<file path="config.mk">
export PLATFORM = sky130hd
export DESIGN_NAME = fpep_protect
export DESIGN_NICKNAME = d
export VERILOG_FILES = /design/src/shared/fpep_pkg.sv /design/src/logic/fpep_error_guard.sv /design/src/logic/fpep_protect.sv
export SDC_FILE = /design/constraint.sdc
export NUM_CORES = 1
export LEC_CHECK = 0
export BUFFER_PORTS_ARGS = -buffer_cell sky130_fd_sc_hd__buf_2
export CORE_UTILIZATION = 51
export DETAILED_ROUTE_END_ITERATION = 8
export PLACE_DENSITY = 0.78
export RECOVER_POWER = 100
export SLEW_MARGIN = 10
export SYNTH_ARGS = -nofsm -noshare
export SYNTH_HDL_FRONTEND = slang
export SYNTH_SLANG_ARGS = --single-unit
</file>
<file path="constraint.sdc">
create_clock -name sys_clk -period 1.74 [get_ports sys_clk]
set_clock_uncertainty 0.05 [all_clocks]
set_input_delay 0.261 -clock sys_clk [delete_from_list [all_inputs] [get_ports sys_clk]]
set_output_delay 0.261 -clock sys_clk [all_outputs]
set_load 0.005 [all_outputs]
</file>
<file path="src/shared/fpep_pkg.sv">
// Package for the flash program/erase protection block.
// Assumes one 20 MHz system clock and an 8-bit register port.
package fpep_pkg;

    // ----------------------------------------
    // Register offsets
    // ----------------------------------------
    localparam logic [1:0] OFF_CTRL_ONE = 2'h0;
    localparam logic [1:0] OFF_CTRL_TWO = 2'h1;
    localparam logic [1:0] OFF_SEL_ONE  = 2'h2;
    localparam logic [1:0] OFF_SEL_TWO  = 2'h3;

    // ----------------------------------------
    // Field positions
    // ----------------------------------------
    localparam int BIT_PROG_REQ  = 0;
    localparam int BIT_ERASE_REQ = 1;
    localparam int BIT_PROG_VER  = 2;
    localparam int BIT_ERASE_VER = 3;
    localparam int BIT_SW_WE     = 6;
    localparam int BIT_ERR_FLAG  = 7;

    // ----------------------------------------
    // Reset values and masks
    // ----------------------------------------
    localparam logic [7:0] CTRL_ONE_RESET = 8'h00;
    localparam logic [7:0] CTRL_ONE_MASK  = 8'h4F;
    localparam logic [7:0] SEL_RESET      = 8'h00;
    localparam logic [7:0] RDATA_IDLE     = 8'h00;

    // ----------------------------------------
    // Types
    // ----------------------------------------
    typedef enum logic [1:0] {
        OP_IDLE,
        OP_PROGRAM,
        OP_ERASE
    } fpep_op_t;

    typedef struct packed {
        logic flash_read;
        logic exception_start;
        logic sleep_exec;
    } fpep_cpu_event_t;

    typedef struct packed {
        logic watchdog_reset;
        logic hw_standby;
        logic sw_standby;
        logic sub_active;
        logic sub_sleep;
        logic watch_mode;
    } fpep_power_t;

endpackage : fpep_pkg

</file>
<file path="src/logic/fpep_error_guard.sv">
// Error protection latch for the flash program/erase protection block.
// Assumes events are synchronous to sys_clk and one cycle or longer.
`timescale 1ns/10ps

module fpep_error_guard (
    // Clock and reset
    input  wire logic                      sys_clk,
    input  wire logic                      reset,
    // Conditions
    input  wire logic                      hw_standby,
    input  wire logic                      op_active,
    input  wire fpep_pkg::fpep_cpu_event_t cpu_event,
    // Result
    output logic                           error_hit,
    output logic                           error_flag
);

    // ----------------------------------------
    // Error detection
    // ----------------------------------------
    logic next_error_flag;

    always_comb begin
        error_hit = op_active & (cpu_event.flash_read
                               | cpu_event.exception_start
                               | cpu_event.sleep_exec);
        // Set wins over the standby release
        next_error_flag = error_hit | (error_flag & ~hw_standby);
    end

    always_ff @(posedge sys_clk) begin
        if (reset) begin
            error_flag <= 1'b0;
        end else begin
            error_flag <= next_error_flag;
        end
    end

endmodule : fpep_error_guard

</file>
<file path="src/logic/fpep_protect.sv">
// Flash program/erase protection: control registers, mode gating,
// hardware, software and error protection.
// Assumes a CPU register port with read data one cycle after the strobe,
// and CPU and power-mode events synchronous to sys_clk.
//
// How it works
// - Reset or any low-power mode entry aborts and forbids program and erase.
// - Hardware protection returns the first control and both block registers to reset.
// - With write enable clear, program or erase request enters no mode.
// - Only selected blocks are erased; all-zero selection protects every block.
// - Flash read during program or erase sets the error flag.
// - Non-reset exception start during program or erase sets the error flag.
// - Low-power instruction during program or erase sets the error flag.
// - Error keeps register contents and stops program or erase at once.
// - Under error, program and erase requests start nothing.
// - Under error, verify bits still enter verify modes.
// - Only reset or hardware standby clears the error state.
// - Flash reads while a request bit is set return undefined data.
// - With write enable set, flash reads allowed only in verify modes.
// - Erase lasts exactly as long as the erase request stays set.
//
// Added by the designer: the strobed register port and the register offsets.
`timescale 1ns/10ps

module fpep_protect #(
    parameter int BLOCK_BITS = 8
) (
    // Clock and reset
    input  wire logic                      sys_clk,
    input  wire logic                      reset,
    // Register port
    input  wire logic [1:0]                reg_addr,
    input  wire logic [7:0]                reg_wdata,
    input  wire logic                      reg_wr,
    input  wire logic                      reg_rd,
    output logic [7:0]                     reg_rdata,
    // CPU and power-mode events
    input  wire fpep_pkg::fpep_cpu_event_t cpu_event,
    input  wire fpep_pkg::fpep_power_t     power,
    // Flash array control
    output logic                           program_mode,
    output logic                           erase_mode,
    output logic                           program_verify_mode,
    output logic                           erase_verify_mode,
    output logic [2*BLOCK_BITS-1:0]        erase_block_enable,
    output logic                           read_permit,
    output logic                           read_undefined,
    output logic                           error_protect
);

    // ----------------------------------------
    // Helpers
    // ----------------------------------------
    function automatic logic wr_hit(input logic       wr,
                                    input logic [1:0] addr,
                                    input logic [1:0] off);
        wr_hit = wr & (addr == off);
    endfunction : wr_hit

    // ----------------------------------------
    // Declarations
    // ----------------------------------------
    logic [7:0]              flash_ctrl_reg_one;
    logic [BLOCK_BITS-1:0]   erase_block_sel_one;
    logic [BLOCK_BITS-1:0]   erase_block_sel_two;
    fpep_pkg::fpep_op_t      op;
    fpep_pkg::fpep_op_t      next_op;
    logic                    hw_protect;
    logic                    software_write_enable;
    logic                    prog_req;
    logic                    erase_req;
    logic                    program_verify_bit;
    logic                    erase_verify_bit;
    logic                    flash_error_flag;
    logic                    error_hit;
    logic                    op_allow;
    logic                    next_pv_mode;
    logic                    next_ev_mode;
    logic [2*BLOCK_BITS-1:0] sel_all;
    logic [7:0]              next_rdata;

    assign software_write_enable = flash_ctrl_reg_one[fpep_pkg::BIT_SW_WE];
    assign prog_req              = flash_ctrl_reg_one[fpep_pkg::BIT_PROG_REQ];
    assign erase_req             = flash_ctrl_reg_one[fpep_pkg::BIT_ERASE_REQ];
    assign program_verify_bit    = flash_ctrl_reg_one[fpep_pkg::BIT_PROG_VER];
    assign erase_verify_bit      = flash_ctrl_reg_one[fpep_pkg::BIT_ERASE_VER];
    assign sel_all               = {erase_block_sel_two, erase_block_sel_one};
    assign error_protect         = flash_error_flag;

    // ----------------------------------------
    // Hardware protection
    // ----------------------------------------
    assign hw_protect = power.watchdog_reset
                      | power.hw_standby
                      | power.sw_standby
                      | power.sub_active
                      | power.sub_sleep
                      | power.watch_mode;

    // ----------------------------------------
    // Error protection latch
    // ----------------------------------------
    fpep_error_guard u_guard (
        .sys_clk    (sys_clk),
        .reset      (reset),
        .hw_standby (power.hw_standby),
        .op_active  (program_mode | erase_mode),
        .cpu_event  (cpu_event),
        .error_hit  (error_hit),
        .error_flag (flash_error_flag)
    );

    // ----------------------------------------
    // Control registers
    // ----------------------------------------
    // Error protection leaves these alone; only reset or hardware protection clears
    always_ff @(posedge sys_clk) begin
        if (reset || hw_protect) begin
            flash_ctrl_reg_one <= fpep_pkg::CTRL_ONE_RESET;
        end else if (wr_hit(reg_wr, reg_addr, fpep_pkg::OFF_CTRL_ONE)) begin
            flash_ctrl_reg_one <= reg_wdata & fpep_pkg::CTRL_ONE_MASK;
        end
    end

    always_ff @(posedge sys_clk) begin
        if (reset || hw_protect) begin
            erase_block_sel_one <= BLOCK_BITS'(fpep_pkg::SEL_RESET);
        end else if (wr_hit(reg_wr, reg_addr, fpep_pkg::OFF_SEL_ONE)) begin
            erase_block_sel_one <= reg_wdata[BLOCK_BITS-1:0];
        end
    end

    always_ff @(posedge sys_clk) begin
        if (reset || hw_protect) begin
            erase_block_sel_two <= BLOCK_BITS'(fpep_pkg::SEL_RESET);
        end else if (wr_hit(reg_wr, reg_addr, fpep_pkg::OFF_SEL_TWO)) begin
            erase_block_sel_two <= reg_wdata[BLOCK_BITS-1:0];
        end
    end

    // ----------------------------------------
    // Read port
    // ----------------------------------------
    // Writes to the second control register are dropped
    always_comb begin
        next_rdata = fpep_pkg::RDATA_IDLE;
        if (reg_rd) begin
            unique case (reg_addr)
                fpep_pkg::OFF_CTRL_ONE: next_rdata = flash_ctrl_reg_one;
                fpep_pkg::OFF_CTRL_TWO: begin
                    next_rdata[fpep_pkg::BIT_ERR_FLAG] = flash_error_flag;
                end
                fpep_pkg::OFF_SEL_ONE:  next_rdata[BLOCK_BITS-1:0] = erase_block_sel_one;
                fpep_pkg::OFF_SEL_TWO:  next_rdata[BLOCK_BITS-1:0] = erase_block_sel_two;
            endcase
        end
    end

    always_ff @(posedge sys_clk) begin
        if (reset) begin
            reg_rdata <= fpep_pkg::RDATA_IDLE;
        end else begin
            reg_rdata <= next_rdata;
        end
    end

    // ----------------------------------------
    // Operation sequencing
    // ----------------------------------------
    // A detected error halts the mode on the very next edge
    assign op_allow = software_write_enable
                    & ~flash_error_flag
                    & ~error_hit
                    & ~hw_protect;

    always_comb begin
        next_op = fpep_pkg::OP_IDLE;
        unique case (op)
            fpep_pkg::OP_IDLE: begin
                if (op_allow && prog_req) begin
                    next_op = fpep_pkg::OP_PROGRAM;
                end else if (op_allow && erase_req) begin
                    next_op = fpep_pkg::OP_ERASE;
                end
            end
            fpep_pkg::OP_PROGRAM: begin
                if (op_allow && prog_req) begin
                    next_op = fpep_pkg::OP_PROGRAM;
                end
            end
            fpep_pkg::OP_ERASE: begin
                // Erase time is exactly the request's high time
                if (op_allow && erase_req) begin
                    next_op = fpep_pkg::OP_ERASE;
                end
            end
            default: next_op = fpep_pkg::OP_IDLE;
        endcase
    end

    always_ff @(posedge sys_clk) begin
        if (reset) begin
            op <= fpep_pkg::OP_IDLE;
        end else begin
            op <= next_op;
        end
    end

    always_ff @(posedge sys_clk) begin
        if (reset) begin
            program_mode <= 1'b0;
            erase_mode   <= 1'b0;
        end else begin
            program_mode <= (next_op == fpep_pkg::OP_PROGRAM);
            erase_mode   <= (next_op == fpep_pkg::OP_ERASE);
        end
    end

    // ----------------------------------------
    // Block selection
    // ----------------------------------------
    always_ff @(posedge sys_clk) begin
        if (reset) begin
            erase_block_enable <= '0;
        end else if (next_op == fpep_pkg::OP_ERASE) begin
            erase_block_enable <= sel_all;
        end else begin
            erase_block_enable <= '0;
        end
    end

    // ----------------------------------------
    // Verify modes and read gating
    // ----------------------------------------
    // Verify ignores the error state on purpose
    assign next_pv_mode = software_write_enable & program_verify_bit & ~hw_protect;
    assign next_ev_mode = software_write_enable & erase_verify_bit & ~hw_protect;

    always_ff @(posedge sys_clk) begin
        if (reset) begin
            program_verify_mode <= 1'b0;
            erase_verify_mode   <= 1'b0;
        end else begin
            program_verify_mode <= next_pv_mode;
            erase_verify_mode   <= next_ev_mode;
        end
    end

    always_ff @(posedge sys_clk) begin
        if (reset) begin
            read_permit    <= 1'b1;
            read_undefined <= 1'b0;
        end else begin
            read_permit    <= (~software_write_enable | next_pv_mode | next_ev_mode)
                            & (next_op == fpep_pkg::OP_IDLE);
            read_undefined <= prog_req | erase_req;
        end
    end
endmodule : fpep_protect

</file>
## Word level (Yosys, flattened, before mapping)

Cells that the tools add are included.

- Register bits after elaboration: 54
- Logic and storage cells: 66

- Eq/ne operators: 7
- Reduce and logical (&&, ||, !) cells: 8
- Bitwise gates (word level): 32
- Mux-type cells: 6

Operators with widths:

| cell | number |
|---|---|
| 7-bit case mux with 3 select lines | 1 |
| 1-bit bitwise AND | 13 |
| 1-bit OR | 12 |
| 2-bit equality test, second input constant | 4 |
| 1-bit NOT | 7 |
| 2-bit by 1-bit equality test with 1-bit output, second input constant | 3 |
| 2-bit logical NOT | 3 |
| 2-bit case mux with 3 select lines | 1 |
| 2-bit two-way mux | 2 |
| 1-bit case mux with 4 select lines | 1 |
| 2-bit OR reduction | 2 |
| 1-bit logical AND | 2 |
| 1-bit logical OR | 1 |
| 1-bit two-way mux | 1 |

## Longest topological paths before layout

Gate-level depths: netlist of the first run.

- Depth after elaboration: 14
- Gate-level depth with buffers: 5
- Depth with buffers taken out: 3

## Hierarchy

A second synthesis of the first run with hierarchy kept.

- Cell total of the unflattened synthesis: 175
- Area, all modules: 1,976.9 µm²

By module, submodules not included:

| module | area an instance (µm²) | instances | cells an instance | seq. area each (µm²) |
|---|---|---|---|---|
| fpep_protect | 1,931.9 | 1 | 171 | 1,061.0 |
| fpep_error_guard | 45.0 | 1 | 4 | 20.0 |

## Worst setup path before layout of the first run

No wires, ideal clock.

- Path kind: register to register
- From: register u_guard.error_flag
- To: register erase_block_enable[10]
- Arrival time: 1.519 ns
- Path slack: 0.111 ns
- Cell stages (with the launch flop): 5
- Cells stage by stage: dfxtp_1 > or4_4 > a2111oi_4 > buf_6 > and3_1

- Longest elaborated chain between the ends: 11

RTL lines:

| element | line | source |
|---|---|---|
| start: declaration | fpep_error_guard.sv:15 | `output logic error_flag` |
| start signal: assignment | fpep_error_guard.sv:35 | `error_flag <= next_error_flag;` |
| 1-bit NOT * | fpep_protect.sv:172 | `& ~flash_error_flag` |
| 1-bit bitwise AND * | fpep_protect.sv:172 |  |
| 1-bit bitwise AND * | fpep_protect.sv:173 | `& ~error_hit` |
| 1-bit bitwise AND * | fpep_protect.sv:174 | `& ~hw_protect;` |
| 1-bit logical AND | fpep_protect.sv:182, fpep_protect.sv:193 |  |
| 2-bit two-way mux | fpep_protect.sv:182, fpep_protect.sv:193 |  |
| 2-bit two-way mux | fpep_protect.sv:180 | `if (op_allow && prog_req) begin` |
| 2-bit case mux with 3 select lines * | fpep_protect.sv:178 | `unique case (op)` |
| 2-bit equality test * | fpep_protect.sv:225 | `end else if (next_op == fpep_pkg::OP_ERASE) begin` |
| 1-bit NOT (no line) * | - |  |
| 2-bit OR reduction (no line) * | - |  |
| end signal: assignment | fpep_protect.sv:226 | `erase_block_enable <= sel_all;` |
| end: declaration | fpep_protect.sv:45 | `output logic [2*BLOCK_BITS-1:0] erase_block_enable,` |

Mark *: on every way between the ends. The rest lies on a longest branch, timed or not.
A chain may end at the register's enable or synchronous reset.

## Final worst setup path of the first run

Same ends and word-level chain as after synthesis.

==> impl_results.md, run 1 <==
* Synthesized instance count at 183
* Worst-skew pair later-pin latency at a little under 0.3 ns
* Die W at about 64 um
* Sequential element share of the synthesized area at ~56%
* GRT overflow at 0
* Routed length per instance at between 10 and 15 um
* Vias after detailed routing at approximately 1500
* Synthesized cell area at just under 2000 um^2
* Reg clk slew, reported paths at about 0.090 ns
* P_leak at around 1.2 nW
* Area grow syn2layout at 25.4%
* Ys Warns at 0
* Flop pwr share at between 60 and 70%
* Met1 GRT Util at between 20% and 30%
* DP HPWL at about 2700 um
* Gr busiest metal: met2
* Core footprint at about 3700 um^2
* Pre-CTS WS at 0.0196 ns
* Via/cell ratio at ~5.2
* Initial DRT Pass Iterations at 5
* CTS Buf Count at 5
* R2R setup slack at roughly 0.033 ns
* Largest cells by area after synthesis: dfxtp_1 (56%), mux2i_1 (14%), nor2_1 (5.4%)
* CTS Sinks at 54
* CP endpoint kind: flop
* Slowest CP cell: or4_4
* Family with the most delay on the worst path: simple AND/OR/NAND/NOR gates
* Most common cell after layout, fill and taps aside: dfxtp_1
* Post-DRT Antenna Nets at 0
* Maximum capacitance violations at 0
* Mean Syn Cell Area at 10.6 um^2
* Clk network pwr share at around a third
* Comb power frac at under 10%
* Fin crit share at a little over nine tenths
* Slowest cell delay on critical path at approximately 0.43 ns
* Top cell type's share of synthesized area at between 50% and 60%
* Relative max-transition margin at a little under three fifths
* HP Class: in -> reg
* Post-Route WL at around 4100 um
* Pin count of the biggest net entering global routing at 22
* H-tree lvl count at 2
* Worst vdd ir at about 0.00057 V
* Hold WS at roughly 0.18 ns
* CP Launch Type: flop
* Post-route DRC at 0
* Net Sw Power at approximately 410 uW
* Final Slew Violations at 0
* Power density over the cells at 803 nW/um^2
* Placed Cells at between 200 and 300
* Die Height at 63.8 um
* Site row count at 22
* Status: complete, no violations
* Worst slew pin tran at roughly 0.66 ns
* RePlAce Congestion at between 0.7 and 0.8
* Initial antenna violation count at 0
* Min Tclk post-route at between 1.5 and 2 ns
* Share of cells above drive strength 1 at between 20% and 30%
* Met3 global-route usage at roughly 5.4%
* Commonest non-fill, non-tap cells in the layout: dfxtp_1 (53), buf_2 (44), mux2i_1 (28), nor2_1 (28), and3_1 (15)
* Netlist cell types at 29
* Setup Viol. Count Final at 0
* Yosys top cell by area: dfxtp_1
* Critical path class: reg -> reg
* I/O Pins at 54
* Initial core utilization at between 50% and 60%
* Post-Syn Nets at around 200
* CP max FO at 5
* Power Internal at about 1.6 mW
* Worst setup margin at ~0.033 ns
* CTS tree: built
* Switch share at a little over a fifth
* Port-buffer cells at 53
* Number of global-route vias before repair at 1355
* Arr. time, crit path at about 1.9 ns
* Met2 global-route usage at about a third
* Area of the die at ~4100 um^2
* Post-Layout Cell Count at 295
* Peak Freq at ~0.59 GHz
* Final core area utilization at 66.7%
* CP Cell Sequence: or4_4 -> a2111oi_4 -> buf_6 -> clkbuf_16 -> and3_4
* ANT cells at 0
* Total Routing Usage GR at 19.7%
* # nets final at 270
* Clock tree buffer depth at 2
* Crit path buf inv count at 2
* CP required at 1.93 ns
* First-pass GRT wire length at about 6000 um
* Final hold viol count at 0
* Cts hold-fix bufs at 0
* #FFs+latches synth at 54
* Root Driver: clkbuf_8
* Iter 0 DRT Violations at a little under 100
worst register-to-register path: stages, from the launching register on:
cell       delay (ns)
dfxtp_2          0.33
or4_4            0.43
a2111oi_4        0.36
buf_6            0.18
clkbuf_16        0.14
and3_4           0.16
layout make-up:
cell class,instances,area [um^2]
sequential,54,1080
clock inverter,2,10.0
fill,293,1220
clock buffer,5,68.8
inverter,1,3.75
multi-input combinational,118,808
tap,48,60.1
timing repair buffer,67,408
synthesized netlist by cell type, drive strengths merged:
master   count
nand3        6
a21boi       1
nor2b        2
or3          2
nand2b       3
and2b        2
a2111oi      1
a21oi        2
o21ai        5
nor3         2
nor3b        1
inv          1
dfxtp       54
a2bb2oi      1
or4          2
and2         9
mux2         1
nand3b       2
and3        16
o32a         1
mux2i       28
nand2        2
nor2        28
buf          7
clkbuf       3
or2          1
sequential cells by signal, summed over array words and instances, names as in the netlist:
signal,flops
erase_block_enable,16
erase_block_sel_one,8
erase_block_sel_two,8
reg_rdata,8
flash_ctrl_reg_one,5
op,2
erase_mode,1
erase_verify_mode,1
program_mode,1
program_verify_mode,1
read_permit,1
read_undefined,1
u_guard.error_flag,1
layer usage:
| metal | wire length (um) | vias to the layer above |
|---|---|---|
| met5 | 0 | - |
| met1 | 1770 | 723 |
| met4 | 62 | 0 |
| met3 | 175 | 8 |
| met2 | 2040 | 47 |
| li1 | - | 750 |
worst paths after layout:
path,end,cells past startpoint,startpoint
max reg2reg,erase_block_enable[10],5,u_guard.error_flag
max,erase_block_enable[10],5,u_guard.error_flag
min reg2reg,erase_block_enable[11],1,erase_block_sel_two[3]
min,erase_block_sel_one[5],3,reg_wdata[5]
stage by stage:
step / setup TNS [ns] / area (um^2) / power [mW]
4_1_cts: 0 / 2390 / 1.97
3_3_place_gp: 0 / 2310 / 1.36
2_1_floorplan: 0 / 1950 / 1.31
5_1_grt: -0.0455 / 2440 / 2.04
3_5_place_dp: 0 / 2310 / 1.36
6_report: 0 / 2440 / 1.96
cell families after synthesis:
| group | synth area share [%] |
|---|---|
| compound gates | 4.56 |
| flops | 55.5 |
| mux | 15.0 |
| buf+inv | 3.15 |
| simple gates | 21.8 |
power by group through the flow:
stage / combinational, mW / clock, mW / sequential (mW)
after floorplan: 0.0500 / 0 / 1.26
after detailed placement: 0.0957 / 0 / 1.26
final: 0.0952 / 0.631 / 1.23
after global routing: 0.103 / 0.702 / 1.24
after global placement: 0.0948 / 0 / 1.26
after CTS: 0.0964 / 0.641 / 1.23
repair_timing:
action | in CTS | in global routing
buffers inserted | 0 | 2
endpoints found under the setup margin | 0 | 18
resized for setup | 0 | 4
No activity file was read; power rests on OpenSTA's default activity.
==> run 2, diff against run 1 <==
Settings changed: RECOVER_POWER 100 to not set.
==> impl_results.md, run 2 (synthesized netlist as in run 1, its figures left out) <==
* I/O Pins at 54
* CP required at ~1.9 ns
* Min Tclk post-route at around 1.7 ns
* CP Launch Type: flop
* HP Class: in -> reg
* Power Internal at between 1.5 and 2 mW
* Root Driver: clkbuf_8
* Relative max-transition margin at approximately 60%
* Reg clk slew, reported paths at 0.08 ns
* ANT cells at 0
* Post-Route WL at 4040 um
* Via/cell ratio at around 5.1
* GRT overflow at 0
* CTS tree: built
* Vias after detailed routing at between 1500 and 2000
* Commonest non-fill, non-tap cells in the layout: dfxtp_1 (53), buf_2 (53), mux2i_1 (28), nor2_1 (28), and3_1 (15)
* Worst slew pin tran at 0.596 ns
* Iter 0 DRT Violations at between 70 and 80
* Placed Cells at 283
* Flop pwr share at between 60% and 70%
* Total Routing Usage GR at between 10% and 20%
* Area grow syn2layout at 27.1%
* Reg with most FFs: erase_block_enable
* Switch share at between 20% and 30%
* Maximum capacitance violations at 0
* Net Sw Power at 410 uW
* Clk network pwr share at around 32%
* Clock tree buffer depth at 2
* Critical path class: reg -> reg
* CP max FO at 5
* CTS Sinks at 54
* DP HPWL at 2710 um
* Peak Freq at roughly 0.59 GHz
* Status: complete, no violations
* Initial core utilization at a little over half
* Share of cells above drive strength 1 at 33.2%
* Cts hold-fix bufs at 0
* Final Slew Violations at 0
* Largest register FFs at 16
* H-tree lvl count at 2
* Site row count at 22
* Die W at around 64 um
* Fin crit share at a little over nine tenths
* Initial DRT Pass Iterations at 5
* Setup Viol. Count Final at 0
* CTS Buf Count at 5
* Core footprint at ~3700 um^2
* Port-buffer cells at 53
* Power density over the cells at 793 nW/um^2
* Worst-skew pair later-pin latency at between 0.2 and 0.3 ns
* Routed length per instance at between 10 and 15 um
* Post-Layout Cell Count at about 300
* Post-DRT Antenna Nets at 0
* Die Height at ~64 um
* Area of the die at between 4000 and 5000 um^2
* Initial antenna violation count at 0
* Worst vdd ir at around 0.00057 V
* Comb power frac at about 5.0%
* First-pass GRT wire length at 6140 um
* # nets final at between 200 and 300
* Total power at 1.96 mW
* Pin count of the biggest net entering global routing at 22
* Final hold viol count at 0
* Arr. time, crit path at roughly 1.9 ns
* Number of global-route vias before repair at ~1400
* Post-route DRC at 0
* R2R setup slack at about 0.033 ns
* Hold WS at between 0.1 and 0.15 ns
* RePlAce Congestion at 0.728
* CP endpoint kind: flop
* P_leak at between 1 and 1.5 nW
==> run 2: changes by cell type in the layout (fill, tap and decap cells not counted), sizes merged <==
cell    before  now
clkbuf      18    7
buf         54   65
==> run 2: critical path, stage by stage (launching register included) <==
cell and delay [ns]:
dfxtp_2 0.33, or4_4 0.43, a2111oi_4 0.36, buf_6 0.18, clkbuf_16 0.14, and3_4 0.16
==> run 2: final cells by class <==
class	instances	area (um^2)
clock buffers	5	68.8
clock inverters	2	10.0
fillers	284	1190
inverters	1	3.75
multi-input cells	118	812
flip-flops and latches	54	1080
well taps	48	60.1
repair buffers	67	438
==> run 2: final timing paths <==
| kind | start | endpoint | cells past startpoint |
|---|---|---|---|
| max | u_guard.error_flag | erase_block_enable[10] | 5 |
| min | reset | u_guard.error_flag | 2 |
| max reg2reg | u_guard.error_flag | erase_block_enable[10] | 5 |
| min reg2reg | erase_block_sel_two[7] | erase_block_enable[15] | 1 |
==> run 2: metrics by stage <==
stage                     util (%)  area [um^2]  worst slack (ns)  TNS [ns]
after global placement        63.0         2310            0.0448         0
after floorplan                  -         1950             0.111         0
after detailed placement      63.0         2310            0.0196         0
after CTS                     65.2         2390            0.0392         0
final                         67.6         2470            0.0332         0
after global routing          67.6         2470           -0.0204   -0.0455
==> run 2: power by group through the flow <==
stage	registers, mW	clock network [mW]	logic [mW]
6_report	1.23	0.630	0.0980
2_1_floorplan	1.26	0	0.0500
4_1_cts	1.23	0.641	0.0964
3_5_place_dp	1.26	0	0.0957
3_3_place_gp	1.26	0	0.0948
5_1_grt	1.24	0.702	0.106
==> run 2: what timing repair did <==
action | in CTS | in global routing
resized for setup | 0 | 4
setup endpoints to repair | 0 | 18
setup buffers | 0 | 2
==> run 2: routing by layer <==
metal | up-vias | global-route usage [%] | share of wire (%)
met5 | - | 0 | 0
met4 | 0 | 6.53 | 2.3
met3 | 10 | 5.36 | 4.0
met2 | 39 | 34.2 | 50
met1 | 720 | 23.3 | 44
li1 | 749 | - | -
==> run 3, diff against run 2 <==
Settings changed: CTS_BUF_LIST set to sky130_fd_sc_hd__clkbuf_16.
==> impl_results.md, run 3 (synthesized netlist as in run 1, its figures left out) <==
* Post-Route WL at between 3000 and 4000 um
* Initial antenna violation count at 0
* Site row count at 22
* Share of cells above drive strength 1 at approximately 32%
* Final Slew Violations at 0
* Maximum capacitance violations at 0
* Port-buffer cells at between 50 and 60
* Flop pwr share at approximately 55%
* CTS tree: built
* Post-route DRC at 0
* Cts hold-fix bufs at 0
* HP Class: in -> reg
* GRT overflow at 0
* Clk network pwr share at 40.4%
* Power Internal at roughly 1.8 mW
* Worst vdd ir at between 0.0006 and 0.0007 V
* CTS Buf Count at 5
* Number of global-route vias before repair at about 1400
* Reg clk slew, reported paths at 0.06 ns
* Post-DRT Antenna Nets at 0
* CP max FO at 10
* Setup Viol. Count Final at 0
* Worst-skew pair later-pin latency at around 0.28 ns
* Initial DRT Pass Iterations at 4
* CP Cell Sequence: or4_4 -> a2111oi_4 -> buf_4 -> clkbuf_16 -> and3_1
* Initial core utilization at between 50 and 60%
* Clock tree buffer depth at 2
* CP endpoint kind: flop
* Family with the most delay on the worst path: simple AND/OR/NAND/NOR gates
* Fin crit share at between 90 and 100%
* CTS Sinks at 54
* Via/cell ratio at ~5.1
* Die Height at ~64 um
* Relative max-transition margin at approximately three fifths
* Slowest CP cell: or4_4
* Placed Cells at between 200 and 300
* Commonest non-fill, non-tap cells in the layout: dfxtp_1 (53), buf_2 (53), mux2i_1 (28), nor2_1 (28), and3_1 (15)
* CP Launch Type: flop
* Worst slew pin tran at about 0.58 ns
* Power density over the cells at 901 nW/um^2
* Pin count of the biggest net entering global routing at 22
* CP required at between 1.5 and 2 ns
* Core footprint at 3660 um^2
* Root Driver: clkbuf_16
* I/O Pins at 54
* Peak Freq at ~0.59 GHz
* # nets final at 267
* Fill count at ~280
* Comb power frac at 4.3%
* H-tree lvl count at 2
* Area grow syn2layout at 27.6%
* Net Sw Power at approximately 440 uW
* Min Tclk post-route at about 1.7 ns
* Largest register FFs at 16
* Total Routing Usage GR at 20.3%
* RePlAce Congestion at just over 0.7
* ANT cells at 0
* Final core area utilization at between 60% and 70%
* Crit path buf inv count at 2
* Slowest cell delay on critical path at about 0.43 ns
* Post-Layout Cell Count at 292
* P_leak at approximately 1.2 nW
* Area of the die at between 4000 and 5000 um^2
* Status: complete, no violations
* Final hold viol count at 0
* Switch share at about a fifth
* Reg with most FFs: erase_block_enable
* Iter 0 DRT Violations at 80
* Vias after detailed routing at about 1500
* Die W at around 64 um
* Routed length per instance at about 13 um
* Final instance area at 2480 um^2
* DP HPWL at 2710 um
* DP Area at ~2300 um^2
* Arr. time, crit path at roughly 1.9 ns
* First-pass GRT wire length at ~6300 um
* Critical path class: reg -> reg
run 3: what timing repair did:
| action | CTS | global route |
|---|---|---|
| hold endpoints to repair | 0 | 0 |
| resized for setup | 0 | 3 |
| buffers inserted | 0 | 1 |
| setup endpoints to repair | 0 | 18 |
run 3: worst paths after layout:
kind	startpoint	to	slack, ns	cells past startpoint
setup reg to reg	u_guard.error_flag	erase_block_enable[9]	0.05	5
setup / recovery	u_guard.error_flag	erase_block_enable[9]	0.05	5
hold reg to reg	erase_block_sel_one[6]	erase_block_enable[6]	0.45	1
hold / removal	reset	u_guard.error_flag	0.15	2
run 3: per-layer routing:
| metal | global-route usage [%] | up-vias | wire length [um] |
|---|---|---|---|
| met5 | 0 | - | 0 |
| li1 | - | 747 | - |
| met4 | 7.67 | 0 | 12 |
| met3 | 5.71 | 2 | 174 |
| met2 | 35.0 | 42 | 1980 |
| met1 | 23.8 | 710 | 1720 |
run 3: power by group through the flow:
stage	Combinational, mW	Sequential [mW]	Clock, mW
after CTS	0.0971	1.24	0.915
after floorplan	0.0500	1.26	0
final	0.0972	1.24	0.905
after global routing	0.106	1.24	0.979
after global placement	0.0948	1.26	0
after detailed placement	0.0957	1.26	0
run 3: layout make-up:
type                            instances  area, um^2  area share (%)
Timing Repair Buffer                   64         390            15.7
Clock inverter                          2        10.0           0.403
Tap cell                               48        60.1            2.42
Clock buffer                            5         125            5.04
Inverter                                1        3.75           0.151
Sequential cell                        54        1080            43.6
Multi-Input combinational cell        118         812            32.7
run 3: stage by stage:
step	setup TNS [ns]	worst slack [ns]	power [mW]	hold slack, ns
2_1_floorplan	0	0.111	1.31	0.283
3_3_place_gp	0	0.0448	1.36	0.431
3_5_place_dp	0	0.0196	1.36	0.433
4_1_cts	0	0.0374	2.25	0.148
5_1_grt	-0.0653	-0.0132	2.32	0.157
6_report	0	0.0465	2.24	0.147
